<file path="config.mk">
export PLATFORM = sky130hd
export DESIGN_NAME = cdsi_core
export DESIGN_NICKNAME = d
export VERILOG_FILES = /design/src/pkg/cdsi_pkg.sv /design/src/design/cdsi_core.sv
export SDC_FILE = /design/constraint.sdc
export NUM_CORES = 1
export LEC_CHECK = 0
export BUFFER_PORTS_ARGS = -buffer_cell sky130_fd_sc_hd__buf_2
export CAP_MARGIN = 40
export CORE_ASPECT_RATIO = 1.5
export CORE_MARGIN = 2
export CORE_UTILIZATION = 50
export CTS_CLUSTER_SIZE = 28
export DETAILED_ROUTE_END_ITERATION = 16
export PLACE_DENSITY = 0.68
export SLEW_MARGIN = 5
export SYNTH_ARGS = -nofsm -noshare
export SYNTH_HDL_FRONTEND = slang
export SYNTH_SLANG_ARGS = --single-unit
</file>
<file path="constraint.sdc">
create_clock -name aclk -period 6 [get_ports aclk]
set_clock_uncertainty 0.2 [all_clocks]
set_input_delay 0.6 -clock aclk [delete_from_list [all_inputs] [get_ports aclk]]
set_output_delay 0.6 -clock aclk [all_outputs]
set_load 0.01 [all_outputs]
</file>
<file path="src/pkg/cdsi_pkg.sv">
// Constants and types shared by the codec serial interface core
package cdsi_pkg;
    // ****************************************
    // Register map
    // ****************************************
    localparam int ADDR_W = 8;
    localparam logic [7:0] CTRL1_ADDR = 8'h00;
    localparam logic [7:0] CTRL2_ADDR = 8'h04;
    localparam logic [7:0] STAT_ADDR = 8'h08;
    localparam logic [7:0] TXBUF_ADDR = 8'h10;
    localparam logic [7:0] RXBUF_ADDR = 8'h20;
    localparam logic [7:0] BUF_MASK = 8'hf0;
    localparam int WIDX_LSB = 2;
    // ****************************************
    // Control word one fields
    // ****************************************
    localparam int CTRL1_W = 6;
    localparam int EN_BIT = 0;
    localparam int CKD_BIT = 1;
    localparam int IDM_BIT = 2;
    localparam int FSD_BIT = 3;
    localparam int MODE_LSB = 4;
    localparam logic [5:0] CTRL1_RST = 6'h00;
    // ****************************************
    // Control word two fields
    // ****************************************
    localparam int WLEN_LSB = 0;
    localparam int FL_LSB = 4;
    localparam int BCG_LSB = 16;
    localparam logic [3:0] WLEN_RST = 4'hf;
    localparam logic [3:0] FL_RST = 4'h1;
    // ****************************************
    // Status fields
    // ****************************************
    localparam int PTR_LSB = 0;
    localparam int RUN_BIT = 2;
    localparam int FBIT_LSB = 8;
    // ****************************************
    // Link geometry
    // ****************************************
    localparam int SHIFT_W = 16;
    localparam int PTR_W = 2;
    localparam logic [4:0] SHIFT_BITS = 5'h10;
    localparam logic [4:0] AC16_LAST = 5'h0f;
    localparam logic [4:0] AC20_LAST = 5'h13;
    localparam logic [7:0] FRAME_LAST = 8'hff;
    localparam logic [7:0] AC_SYNC_LAST = 8'h0f;
    localparam logic [1:0] RESP_OKAY = 2'h0;
    localparam logic [1:0] RESP_SLVERR = 2'h2;
    // Frame sync modes
    typedef enum logic [1:0] {
        MODE_MULTI = 2'h0,
        MODE_I2S = 2'h1,
        MODE_AC16 = 2'h2,
        MODE_AC20 = 2'h3
    } cdsi_mode_t;
    typedef enum logic [1:0] {
        ST_IDLE = 2'h1,
        ST_RUN = 2'h2
    } cdsi_state_t;
endpackage : cdsi_pkg

</file>
<file path="src/design/cdsi_core.sv">
// Codec serial interface core with AXI4-Lite register slave
//
// The placing of the registers and register access over AXI4-Lite were left to the implementer.
`timescale 1ns/1ns
module cdsi_core #(
    parameter int BCG_W = 12
) (
    input logic aclk,
    input logic aresetn,
    input logic [7:0] s_axi_awaddr,
    input logic s_axi_awvalid,
    output logic s_axi_awready,
    input logic [31:0] s_axi_wdata,
    input logic [3:0] s_axi_wstrb,
    input logic s_axi_wvalid,
    output logic s_axi_wready,
    output logic [1:0] s_axi_bresp,
    output logic s_axi_bvalid,
    input logic s_axi_bready,
    input logic [7:0] s_axi_araddr,
    input logic s_axi_arvalid,
    output logic s_axi_arready,
    output logic [31:0] s_axi_rdata,
    output logic [1:0] s_axi_rresp,
    output logic s_axi_rvalid,
    input logic s_axi_rready,
    input logic bit_clock_pin_in,
    output logic bit_clock_pin_out,
    output logic bit_clock_pin_oe,
    input logic frame_sync_pin_in,
    output logic frame_sync_pin_out,
    output logic frame_sync_pin_oe,
    output logic serial_out_pin,
    output logic serial_out_pin_oe,
    input logic serial_in_pin
);
    // ****************************************
    // State
    // ****************************************
    typedef struct packed {
        logic awv;
        logic wv;
        logic [7:0] awa;
        logic [31:0] wd;
        logic [3:0] wstb;
        logic awready;
        logic wready;
        logic bvalid;
        logic [1:0] bresp;
        logic arready;
        logic rvalid;
        logic [1:0] rresp;
        logic [31:0] rdata;
        logic [5:0] ctrl1;
        logic [3:0] wlen;
        logic [3:0] fl;
        logic [BCG_W-1:0] bcg;
        logic [7:0][15:0] bufm;
        logic ck_s1;
        logic ck_s2;
        logic ck_p;
        logic fs_s1;
        logic fs_s2;
        logic fs_smp;
        logic di_s1;
        logic di_s2;
        logic [BCG_W-1:0] div;
        logic bclk;
        cdsi_pkg::cdsi_state_t st;
        logic [15:0] sh;
        logic [4:0] bitc;
        logic [3:0] wordc;
        logic [7:0] fbit;
        logic [1:0] ptr;
        logic fs_o;
        logic fs_oe;
        logic bclk_oe;
        logic so;
        logic so_oe;
    } cdsi_st_t;

    cdsi_st_t s_r;
    cdsi_st_t s_nxt;
    logic en;
    logic ckd;
    logic idm;
    logic fsd;
    logic ac;
    logic run;
    logic tog;
    logic rise;
    logic fall;
    logic word_end;
    logic frame_end;
    logic start;
    logic txing;
    logic store;
    logic fs_lvl;
    logic [4:0] wl;
    logic [3:0] shamt;
    logic [15:0] sh_in;
    logic [15:0] rx_word;
    logic [31:0] wr_mask;
    logic [31:0] wr_word;
    cdsi_pkg::cdsi_mode_t mode;

    // ****************************************
    // Register access helpers
    // ****************************************
    function automatic logic is_buf(input logic [7:0] a, input logic [7:0] base);
        return (a & cdsi_pkg::BUF_MASK) == base;
    endfunction : is_buf

    function automatic logic reg_hit(input logic [7:0] a);
        return a == cdsi_pkg::CTRL1_ADDR || a == cdsi_pkg::CTRL2_ADDR || a == cdsi_pkg::STAT_ADDR
            || is_buf(a, cdsi_pkg::TXBUF_ADDR) || is_buf(a, cdsi_pkg::RXBUF_ADDR);
    endfunction : reg_hit

    function automatic logic [31:0] reg_rd(input cdsi_st_t s, input logic [7:0] a);
        logic [31:0] v;
        logic [1:0] i;
        v = '0;
        i = a[cdsi_pkg::WIDX_LSB +: cdsi_pkg::PTR_W];
        if (a == cdsi_pkg::CTRL1_ADDR) begin
            v[cdsi_pkg::CTRL1_W-1:0] = s.ctrl1;
        end else if (a == cdsi_pkg::CTRL2_ADDR) begin
            v[cdsi_pkg::WLEN_LSB +: 4] = s.wlen;
            v[cdsi_pkg::FL_LSB +: 4] = s.fl;
            v[cdsi_pkg::BCG_LSB +: BCG_W] = s.bcg;
        end else if (a == cdsi_pkg::STAT_ADDR) begin
            v[cdsi_pkg::PTR_LSB +: cdsi_pkg::PTR_W] = s.ptr;
            v[cdsi_pkg::RUN_BIT] = s.st == cdsi_pkg::ST_RUN;
            v[cdsi_pkg::FBIT_LSB +: 8] = s.fbit;
        end else if (is_buf(a, cdsi_pkg::TXBUF_ADDR)) begin
            v[cdsi_pkg::SHIFT_W-1:0] = s.bufm[{1'b1, i}];
        end else if (is_buf(a, cdsi_pkg::RXBUF_ADDR)) begin
            v[cdsi_pkg::SHIFT_W-1:0] = s.bufm[{1'b0, i}];
        end
        return v;
    endfunction : reg_rd

    // ****************************************
    // Decoded controls
    // ****************************************
    assign en = s_r.ctrl1[cdsi_pkg::EN_BIT];
    assign ckd = s_r.ctrl1[cdsi_pkg::CKD_BIT];
    assign idm = s_r.ctrl1[cdsi_pkg::IDM_BIT];
    assign fsd = s_r.ctrl1[cdsi_pkg::FSD_BIT];
    assign mode = cdsi_pkg::cdsi_mode_t'(s_r.ctrl1[cdsi_pkg::MODE_LSB +: 2]);
    assign ac = mode == cdsi_pkg::MODE_AC16 || mode == cdsi_pkg::MODE_AC20;
    assign run = s_r.st == cdsi_pkg::ST_RUN;

    for (genvar i = 0; i < 4; i++) begin : g_mask
        assign wr_mask[8*i +: 8] = {8{s_r.wstb[i]}};
    end
    assign wr_word = (reg_rd(s_r, s_r.awa) & ~wr_mask) | (s_r.wd & wr_mask);

    // Bit clock edges, generated or received
    assign tog = (s_r.bcg != '0) && (s_r.div == s_r.bcg);
    assign rise = ckd ? (s_r.ck_s2 && !s_r.ck_p) : (tog && !s_r.bclk);
    assign fall = ckd ? (!s_r.ck_s2 && s_r.ck_p) : (tog && s_r.bclk);

    // Word and frame geometry
    assign wl = (mode == cdsi_pkg::MODE_AC20 && s_r.wordc != '0) ? cdsi_pkg::AC20_LAST :
                ac ? cdsi_pkg::AC16_LAST : {1'b0, s_r.wlen};
    assign word_end = s_r.bitc == wl;
    assign frame_end = ac ? s_r.fbit == cdsi_pkg::FRAME_LAST :
                       (word_end && s_r.wordc == s_r.fl);
    assign start = !fsd || (mode == cdsi_pkg::MODE_I2S ? s_r.fs_s2 != s_r.fs_smp : s_r.fs_s2);
    assign txing = run && s_r.bitc < cdsi_pkg::SHIFT_BITS;
    assign store = en && fall && run && word_end;

    // Shift path and left justification
    assign sh_in = {s_r.sh[14:0], s_r.di_s2};
    assign shamt = ac ? 4'h0 : ~s_r.wlen;
    assign rx_word = (s_r.bitc < cdsi_pkg::SHIFT_BITS ? sh_in : s_r.sh) << shamt;

    always_comb begin
        unique case (mode)
            cdsi_pkg::MODE_MULTI: fs_lvl = frame_end;
            cdsi_pkg::MODE_I2S: fs_lvl = word_end ? !s_r.wordc[0] : s_r.wordc[0];
            cdsi_pkg::MODE_AC16,
            cdsi_pkg::MODE_AC20: fs_lvl = s_r.fbit == cdsi_pkg::FRAME_LAST
                                       || s_r.fbit < cdsi_pkg::AC_SYNC_LAST;
        endcase
    end

    // ****************************************
    // Next state
    // ****************************************
    always_comb begin
        s_nxt = s_r;
        // AXI write channel
        if (s_axi_awvalid && s_r.awready) begin
            s_nxt.awv = 1'b1;
            s_nxt.awa = s_axi_awaddr;
        end
        if (s_axi_wvalid && s_r.wready) begin
            s_nxt.wv = 1'b1;
            s_nxt.wd = s_axi_wdata;
            s_nxt.wstb = s_axi_wstrb;
        end
        if (s_axi_bready && s_r.bvalid) begin
            s_nxt.bvalid = 1'b0;
        end
        if (s_r.awv && s_r.wv && !s_r.bvalid) begin
            s_nxt.awv = 1'b0;
            s_nxt.wv = 1'b0;
            s_nxt.bvalid = 1'b1;
            s_nxt.bresp = reg_hit(s_r.awa) ? cdsi_pkg::RESP_OKAY : cdsi_pkg::RESP_SLVERR;
            if (s_r.awa == cdsi_pkg::CTRL1_ADDR) begin
                s_nxt.ctrl1 = wr_word[cdsi_pkg::CTRL1_W-1:0];
            end else if (s_r.awa == cdsi_pkg::CTRL2_ADDR) begin
                s_nxt.wlen = wr_word[cdsi_pkg::WLEN_LSB +: 4];
                s_nxt.fl = wr_word[cdsi_pkg::FL_LSB +: 4];
                s_nxt.bcg = wr_word[cdsi_pkg::BCG_LSB +: BCG_W];
            end else if (is_buf(s_r.awa, cdsi_pkg::TXBUF_ADDR)) begin
                s_nxt.bufm[{1'b1, s_r.awa[cdsi_pkg::WIDX_LSB +: cdsi_pkg::PTR_W]}] = wr_word[15:0];
            end
        end
        s_nxt.awready = !s_nxt.awv && !s_nxt.bvalid;
        s_nxt.wready = !s_nxt.wv && !s_nxt.bvalid;
        // AXI read channel
        if (s_axi_rready && s_r.rvalid) begin
            s_nxt.rvalid = 1'b0;
        end
        if (s_axi_arvalid && s_r.arready) begin
            s_nxt.rvalid = 1'b1;
            s_nxt.rdata = reg_rd(s_r, s_axi_araddr);
            s_nxt.rresp = reg_hit(s_axi_araddr) ? cdsi_pkg::RESP_OKAY : cdsi_pkg::RESP_SLVERR;
        end
        s_nxt.arready = !s_nxt.rvalid;
        // Pin synchronisers; serial input is only ever sampled
        s_nxt.ck_s1 = bit_clock_pin_in;
        s_nxt.ck_s2 = s_r.ck_s1;
        s_nxt.ck_p = s_r.ck_s2;
        s_nxt.fs_s1 = frame_sync_pin_in;
        s_nxt.fs_s2 = s_r.fs_s1;
        s_nxt.di_s1 = serial_in_pin;
        s_nxt.di_s2 = s_r.di_s1;
        // Bit clock generator, independent of module enable
        if (s_r.bcg == '0) begin
            s_nxt.div = '0;
            s_nxt.bclk = 1'b0;
        end else if (tog) begin
            s_nxt.div = '0;
            s_nxt.bclk = !s_r.bclk;
        end else begin
            s_nxt.div = s_r.div + 1'b1;
        end
        s_nxt.bclk_oe = !ckd && (en || s_r.bcg != '0);
        if (!en) begin
            // Disabled: counters cleared, frame sync and serial output pins released
            s_nxt.st = cdsi_pkg::ST_IDLE;
            s_nxt.bitc = '0;
            s_nxt.wordc = '0;
            s_nxt.fbit = '0;
            s_nxt.ptr = '0;
            s_nxt.fs_smp = 1'b0;
            s_nxt.fs_o = 1'b0;
            s_nxt.fs_oe = 1'b0;
            s_nxt.so = 1'b0;
            s_nxt.so_oe = 1'b0;
        end else begin
            s_nxt.fs_oe = !fsd;
            if (fall) begin
                s_nxt.fs_smp = s_r.fs_s2;
                if (run) begin
                    if (s_r.bitc < cdsi_pkg::SHIFT_BITS) begin
                        s_nxt.sh = sh_in;
                    end
                    s_nxt.bitc = s_r.bitc + 5'h01;
                    s_nxt.fbit = s_r.fbit + 8'h01;
                    if (word_end) begin
                        s_nxt.bitc = '0;
                        s_nxt.bufm[{1'b0, s_r.ptr}] = rx_word;
                        s_nxt.ptr = s_r.ptr + 2'h1;
                        s_nxt.sh = s_r.bufm[{1'b1, s_r.ptr + 2'h1}];
                        s_nxt.wordc = frame_end ? 4'h0 : s_r.wordc + 4'h1;
                    end
                    if (frame_end) begin
                        s_nxt.fbit = '0;
                        if (fsd) begin
                            s_nxt.st = cdsi_pkg::ST_IDLE;
                        end
                    end
                end else if (start) begin
                    s_nxt.st = cdsi_pkg::ST_RUN;
                    s_nxt.sh = s_r.bufm[{1'b1, s_r.ptr}];
                end
            end
            if (rise) begin
                s_nxt.so = txing && s_r.sh[15];
                s_nxt.so_oe = txing || !idm;
                s_nxt.fs_o = !fsd && run && fs_lvl;
            end
        end
    end

    always_ff @(posedge aclk) begin
        if (!aresetn) begin
            s_r <= '0;
            s_r.st <= cdsi_pkg::ST_IDLE;
            s_r.ctrl1 <= cdsi_pkg::CTRL1_RST;
            s_r.wlen <= cdsi_pkg::WLEN_RST;
            s_r.fl <= cdsi_pkg::FL_RST;
        end else begin
            s_r <= s_nxt;
        end
    end

    // ****************************************
    // Outputs
    // ****************************************
    assign s_axi_awready = s_r.awready;
    assign s_axi_wready = s_r.wready;
    assign s_axi_bresp = s_r.bresp;
    assign s_axi_bvalid = s_r.bvalid;
    assign s_axi_arready = s_r.arready;
    assign s_axi_rdata = s_r.rdata;
    assign s_axi_rresp = s_r.rresp;
    assign s_axi_rvalid = s_r.rvalid;
    assign bit_clock_pin_out = s_r.bclk;
    assign bit_clock_pin_oe = s_r.bclk_oe;
    assign frame_sync_pin_out = s_r.fs_o;
    assign frame_sync_pin_oe = s_r.fs_oe;
    assign serial_out_pin = s_r.so;
    assign serial_out_pin_oe = s_r.so_oe;
endmodule : cdsi_core

</file>
# Word level (Yosys, flattened, before mapping)
# Index checks and enable logic that the tools add are counted.
[word_totals] regBits=296 latchBits=0 ramBits=0 rom_bits=0 in_bits=62 output_inout_bits=47 wordCells=226 mem_count=0
[op_classes] addsub=5 mul=0 div_mod_pow=0 magnitude_cmp=11 eq_ne=19 n_shift=1 muxes=72 n_bitwise=7 reduce_logical=65
[ops] operator="128-bit 2-to-1 mux" count=8
[ops] operator="128-bit bitwise mux" count=2
[ops] operator="16-bit 2-to-1 mux" count=13
[ops] operator="16-bit binary-select mux with 2-bit select" count=6
[ops] operator="16-bit demux with 2-bit select" count=2
[ops] operator="28-bit bitwise AND" count=2
[ops] operator="8-bit 2-to-1 mux" count=7
[ops] operator="22-bit 2-to-1 mux" count=2
[ops] operator="18-bit 2-to-1 mux" count=2
[ops] operator="35-bit 2-to-1 mux" count=1
[ops] operator="28-bit NOT" count=1
[ops] operator="28-bit bitwise OR" count=1
[ops] operator="25-bit 2-to-1 mux" count=1
[ops] operator="12-bit 2-to-1 mux" count=2
[ops] operator="1-bit logical AND" count=23
[ops] operator="8-bit by 3-bit == test with 1-bit output (second input constant)" count=2
[ops] operator="8-bit by 4-bit == test with 1-bit output (second input constant)" count=2
[ops] operator="8-bit zero test" count=2
[ops] operator="3-bit by 4-bit < comparator with 1-bit output (second input constant)" count=4
[ops] operator="16-bit by 4-bit left shift with 16-bit output" count=1
[ops] operator="5-bit 2-to-1 mux" count=3
[ops] operator="1-bit logical OR" count=13
[ops] operator="12-bit by 1-bit adder with 12-bit output (second input constant)" count=1
[ops] operator="12-bit == test" count=1
[ops] operator="other kinds (38)" count=78

# Depth between registers and ports, before layout
[logic_depth] ltp_word=19 ltp_mapped=11 ltp_nobuf=7

# Worst setup path after synthesis
# Ideal clock, no wire load.
[synth_timing] kind="register to register" from="register s_r[5] (netlist bit)" to="register s_r[29] (netlist bit)" setup_ns=0.121 arrival_time_ns=2.612 required_time_ns=5.679 setup_slack_ns=3.067 stages_incl_launch_ff=10 n_path_buf=4 period_less_slack_ns=2.933 path_cell_list="dfxtp_1 buf_2 buf_1 inv_1 ha_1 buf_1 clkbuf_1 mux4_2 mux2i_1 o21ai_0"
[synth_between] elab_chain_len=5 elab_cells_between_ends=8 cone_classes="add/sub (1); mux (7)"
[synth_lines] element="from (decl)" line="cdsi_core.sv:82" rtl="cdsi_st_t s_r;"
[synth_lines] element="from (signal assigned)" line="cdsi_core.sv:308" rtl="s_r <= s_nxt;"
[synth_lines] element="2-bit by 1-bit adder with 2-bit output" line="cdsi_core.sv:278" rtl="s_nxt.sh = s_r.bufm[{1'b1, s_r.ptr + 2'h1}];"
[synth_lines] element="16-bit binary-select mux with 2-bit select" line="cdsi_core.sv:278"
[synth_lines] element="16-bit 2-to-1 mux (implied by the code)" line="cdsi_core.sv:278"
[synth_lines] element="25-bit 2-to-1 mux" line="cdsi_core.sv:274" rtl="if (word_end) begin"
[synth_lines] element="18-bit 2-to-1 mux *" line="cdsi_core.sv:268" rtl="if (run) begin"
# Mark *: on every way between the ends. The rest lies on a longest branch, timed or not. The select of a mux whose other input is x is not followed.
# A chain may end at the register's enable or synchronous reset.

# Worst setup path after layout
[layout_timing] from="register s_r (netlist bit mode[1])" to="register s_r[88] (netlist bit)"
[layout_between] elab_chain_len=9 elab_cells_between_ends=14 cone_classes="eq/ne (3); shift (1); mux (8); reduce/logical (2)"
[layout_lines] element="2-bit == test, on equally long branches" line="cdsi_core.sv:150, cdsi_core.sv:164"
[layout_lines] element="1-bit logical OR" line="cdsi_core.sv:150" rtl="assign ac = mode == cdsi_pkg::MODE_AC16 || mode == cdsi_pkg::MODE_AC20;"
[layout_lines] element="4-bit 2-to-1 mux, on equally long branches" line="cdsi_core.sv:175, cdsi_core.sv:165"
[layout_lines] element="16-bit by 4-bit left shift with 16-bit output / 5-bit 2-to-1 mux (equally long branches)" line="cdsi_core.sv:176, cdsi_core.sv:164"
[layout_lines] element="128-bit bitwise mux / 5-bit == test (equally long branches)" line="cdsi_core.sv:276, cdsi_core.sv:166"
[layout_lines] element="128-bit 2-to-1 mux *" line="cdsi_core.sv:274"
[layout_lines] element="128-bit 2-to-1 mux *" line="cdsi_core.sv:268"
[layout_lines] element="128-bit 2-to-1 mux *" line="cdsi_core.sv:266" rtl="if (fall) begin"
[layout_lines] element="128-bit 2-to-1 mux *" line="cdsi_core.sv:252" rtl="if (!en) begin"
# Mark *: on every way between the ends. The rest lies on a longest branch, timed or not.

==> results by group <==
Run status
  – Status: finished clean

Clock tree
  – Clk slew on worst S/H paths: 0.07 ns
  – Post-CTS setup buffers: 0
  – TritonCTS clock tree: built
  – Cts bufs inserted: 29
  – H-tree levels: 1
  – Clk sinks: 294
  – # hold bufs at CTS: 0
  – Root Driver: clkbuf_16
  – Clk Latency, worst-skew pair: 0.58 ns
  – CTS Buffer Depth: 3
  – Resized cells post-CTS: 0

Finish
  – Design Area, Final: 18000 µm²
  – Layout area overhead: 8.63%
  – Fillers: 2890
  – N_diodes: 0
  – Nets: 1871
  – Final std cells w/o fill: 2237
  – Final Util: 55.3%
  – Layout cells sized above 1: 20.1%

Yosys
  – YS warnings: 0
  – Synth cell types: 92
  – Ys flop type: dfxtp_1
  – Xor and xnor area share after synthesis: 1.53%
  – Mean post-synth cell area: 9.10 µm²
  – Largest family of logic cells by synthesized area: compound AO/OA/AOI/OAI gates
  – Seq/Total Area, Yosys: 35.4%
  – Flops & latches, synth: 294
  – Yosys top cell by area: dfxtp_1
  – Syn Inst Count: 1825
  – Synth top area share: 35.4%
  – Mapped Area: 16600 µm²
  – Synth area leaders: dfxtp_1 (35%), mux4_2 (13%), nand2_1 (6.4%), a21oi_1 (4.5%), mux2i_1 (3.0%)
  – Post-Synth Simple-Gate Area: 17.6%
  – Post-synthesis adder-cell area fraction: 0.678%
  – Compound-gate portion of the synthesized area: 19.9%
  – Post-synth ARST share: 0%
  – Number of synthesized flops with an enable pin: 0
  – Mux cell area share after synthesis: 18.1%

Hold path
  – Worst hold path type: primary input to flip-flop
  – Hold path start: serial_in_pin

Detailed routing
  – Post-route ant nets: 0
  – Vias per cell: 6.66
  – DR vias: 14900
  – Routed length per instance: 24.6 µm
  – Initial DRC Count: 1801
  – DRC: 0
  – Routed WL: 55000 µm
  – DR pass1 iterations: 5

STA
  – RSZ-0062 raised after global routing: no
  – Final Max Slew Viols: 0
  – Hold Vio Cnt, Final: 0
  – Period utilization: 62.5%
  – Final setup TNS: 0 ns
  – Slew headroom: 34.2%
  – Final setup vio count: 0
  – Worst slew pin tran: 0.987 ns
  – Fmax: 267 MHz
  – Fin crit period: 3.75 ns

Flow run
  – MaxCap Viol Count: 0

Worst setup path
  – Startpoint types: flip-flop
  – Critical Path Start: mode[1]
  – Arr. time, crit path: 3.96 ns
  – WP data required: 6.21 ns
  – Max FO, Critical Path: 48
  – Critical path class: flip-flop to flip-flop
  – RR Startpoint: mode[1]
  – Critical path capture point type: flip-flop

Global routing
  – GRT busiest layer: met2
  – Largest net degree at the start of global routing: 88
  – Met1 Usage GRT: 35.1%
  – All-Layer GR Usage: 30.8%
  – GR Util met2: 52.2%
  – Global route overflow: 0
  – Initial antenna violation count: 0
  – Met3 Usage GRT: 4.91%
  – First-pass GRT wire length: 83500 µm
  – Vias in the first global route: 14200

Placed design
  – DP HPWL: 38600 µm
  – Placed insts: 2184
  – Count of input and output buffers: 98
  – Cell Area, Placed: 17000 µm²
  – Final GP Congestion: 0.916

Power and ir drop
  – PwrDens: 231 nW/µm²
  – Combinational Power Share: 5.4%
  – Max VDD drop: 0.000196 V
  – Seq pwr share: 47.9%
  – Switching power: 995 µW
  – Clock share of power: 46.6%
  – Internal Power: 3.17 mW
  – Sw Share: 23.9%
  – Tot Pwr: 4.17 mW
  – Pleak: 6.13 nW

Floorplan
  – Initial Util: 50.9%
  – Die height: 227 µm
  – Placement Rows: 81
  – Die Area: 34700 µm²
  – Core area: 32600 µm²
  – IO Pins: 109
  – Die width: 153 µm
sequential cells by signal (all words and copies together) (netlist names), 2 cells and up:
name,count
s_nxt,4
s_axi_rdata,28
mode,2
s_r,243
critical path, cell delays in order, from the launching register on:
cell,delay [ns]
dfxtp_1,0.76
buf_4,0.37
a21oi_4,0.10
nand3b_1,0.26
a311oi_4,0.52
o211a_4,0.59
and3_1,0.58
a211oi_1,0.16
layout make-up:
cell class | instances | area [µm²] | share of cell area, %
Timing Repair Buffer | 139 | 922 | 5.11
Tap cell | 415 | 519 | 2.88
Clock inverter | 16 | 193 | 1.07
Sequential cell | 294 | 5890 | 32.6
Multi-Input combinational cell | 1322 | 9660 | 53.5
Clock buffer | 37 | 806 | 4.47
Inverter | 14 | 57.6 | 0.319
cells in the final DEF (no fill, tap or decap), types with 7 or more instances in the layout:
cell and instances:
nand4_1 41, dfxtp_1 291, clkinv_2 9, mux2_2 31, a22oi_1 34, nor4_1 7, and3_1 12, o211ai_1 11
buf_2 100, inv_1 13, buf_8 8, and2_1 23, ha_1 9, xnor2_1 15, a311oi_1 11, mux2i_1 49
nor3_1 26, xor2_1 14, nor2b_1 10, o21ai_0 51, clkbuf_16 29, mux4_2 96, a22o_1 15, a21oi_1 150
a31oi_1 36, nand2_1 285, a211oi_1 53, buf_4 26, o22ai_1 10, or3_1 11, nor2_1 113, nand3_1 46
o31ai_1 33
cells by family (layout without fill, tap and decap cells):
| family | after synthesis | in the layout |
|---|---|---|
| xor+xnor | 29 | 29 |
| buf+inv | 214 | 206 |
| simple gates | 621 | 621 |
| other cells | 1 | 6 |
| compound gates | 481 | 481 |
| flops | 294 | 294 |
| fa+ha+maj | 9 | 9 |
| mux | 176 | 176 |
per-stage QoR:
stage | hold slack (ns) | setup WS [ns]
2_1_floorplan | 0.212 | 3.07
6_report | 0.0309 | 2.25
3_5_place_dp | 0.222 | 2.32
5_1_grt | 0.0420 | 2.10
3_3_place_gp | 0.214 | 2.38
4_1_cts | 0.0140 | 2.31
path summary, 6_finish.rpt:
kind,to,slack [ns],cells after the start
worst max-delay path,s_r[88],2.25,7
worst min-delay path,s_nxt[55],0.03,2
worst max register to register,s_r[88],2.25,7
worst min register to register,s_r[55],0.23,1
synth_stat cells, types with 10 or more instances:
library cell / number
dfxtp_1: 294
nand2_1: 285
a21oi_1: 151
nor2_1: 114
mux4_2: 96
clkbuf_1: 88
a211oi_1: 53
buf_4: 52
o21ai_0: 51
mux2i_1: 49
nand3_1: 46
nand4_1: 41
buf_2: 40
a31oi_1: 36
a22oi_1: 34
o31ai_1: 33
mux2_2: 31
nor3_1: 28
and2_1: 23
a22o_1: 15
xnor2_1: 15
xor2_1: 14
inv_1: 13
and3_1: 12
a311oi_1: 11
o211ai_1: 11
or3_1: 11
buf_1: 10
nor2b_1: 10
o22ai_1: 10
power by group through the flow:
| stage | logic [mW] | registers [mW] | clock network, mW |
|---|---|---|---|
| 4_1_cts | 0.226 | 2.00 | 1.96 |
| 6_report | 0.227 | 2.00 | 1.94 |
| 5_1_grt | 0.245 | 2.00 | 2.02 |
| 3_3_place_gp | 0.211 | 2.04 | 0 |
| 2_1_floorplan | 0.159 | 2.03 | 0 |
| 3_5_place_dp | 0.225 | 2.04 | 0 |
layer usage:
layer  share of wire (%)  up-vias
met4                 8.5        0
met2                  48      800
met1                  35     7189
met5                   0        -
met3                 8.3      216
li1                    -     6697
(Power assumes the default switching activity.)
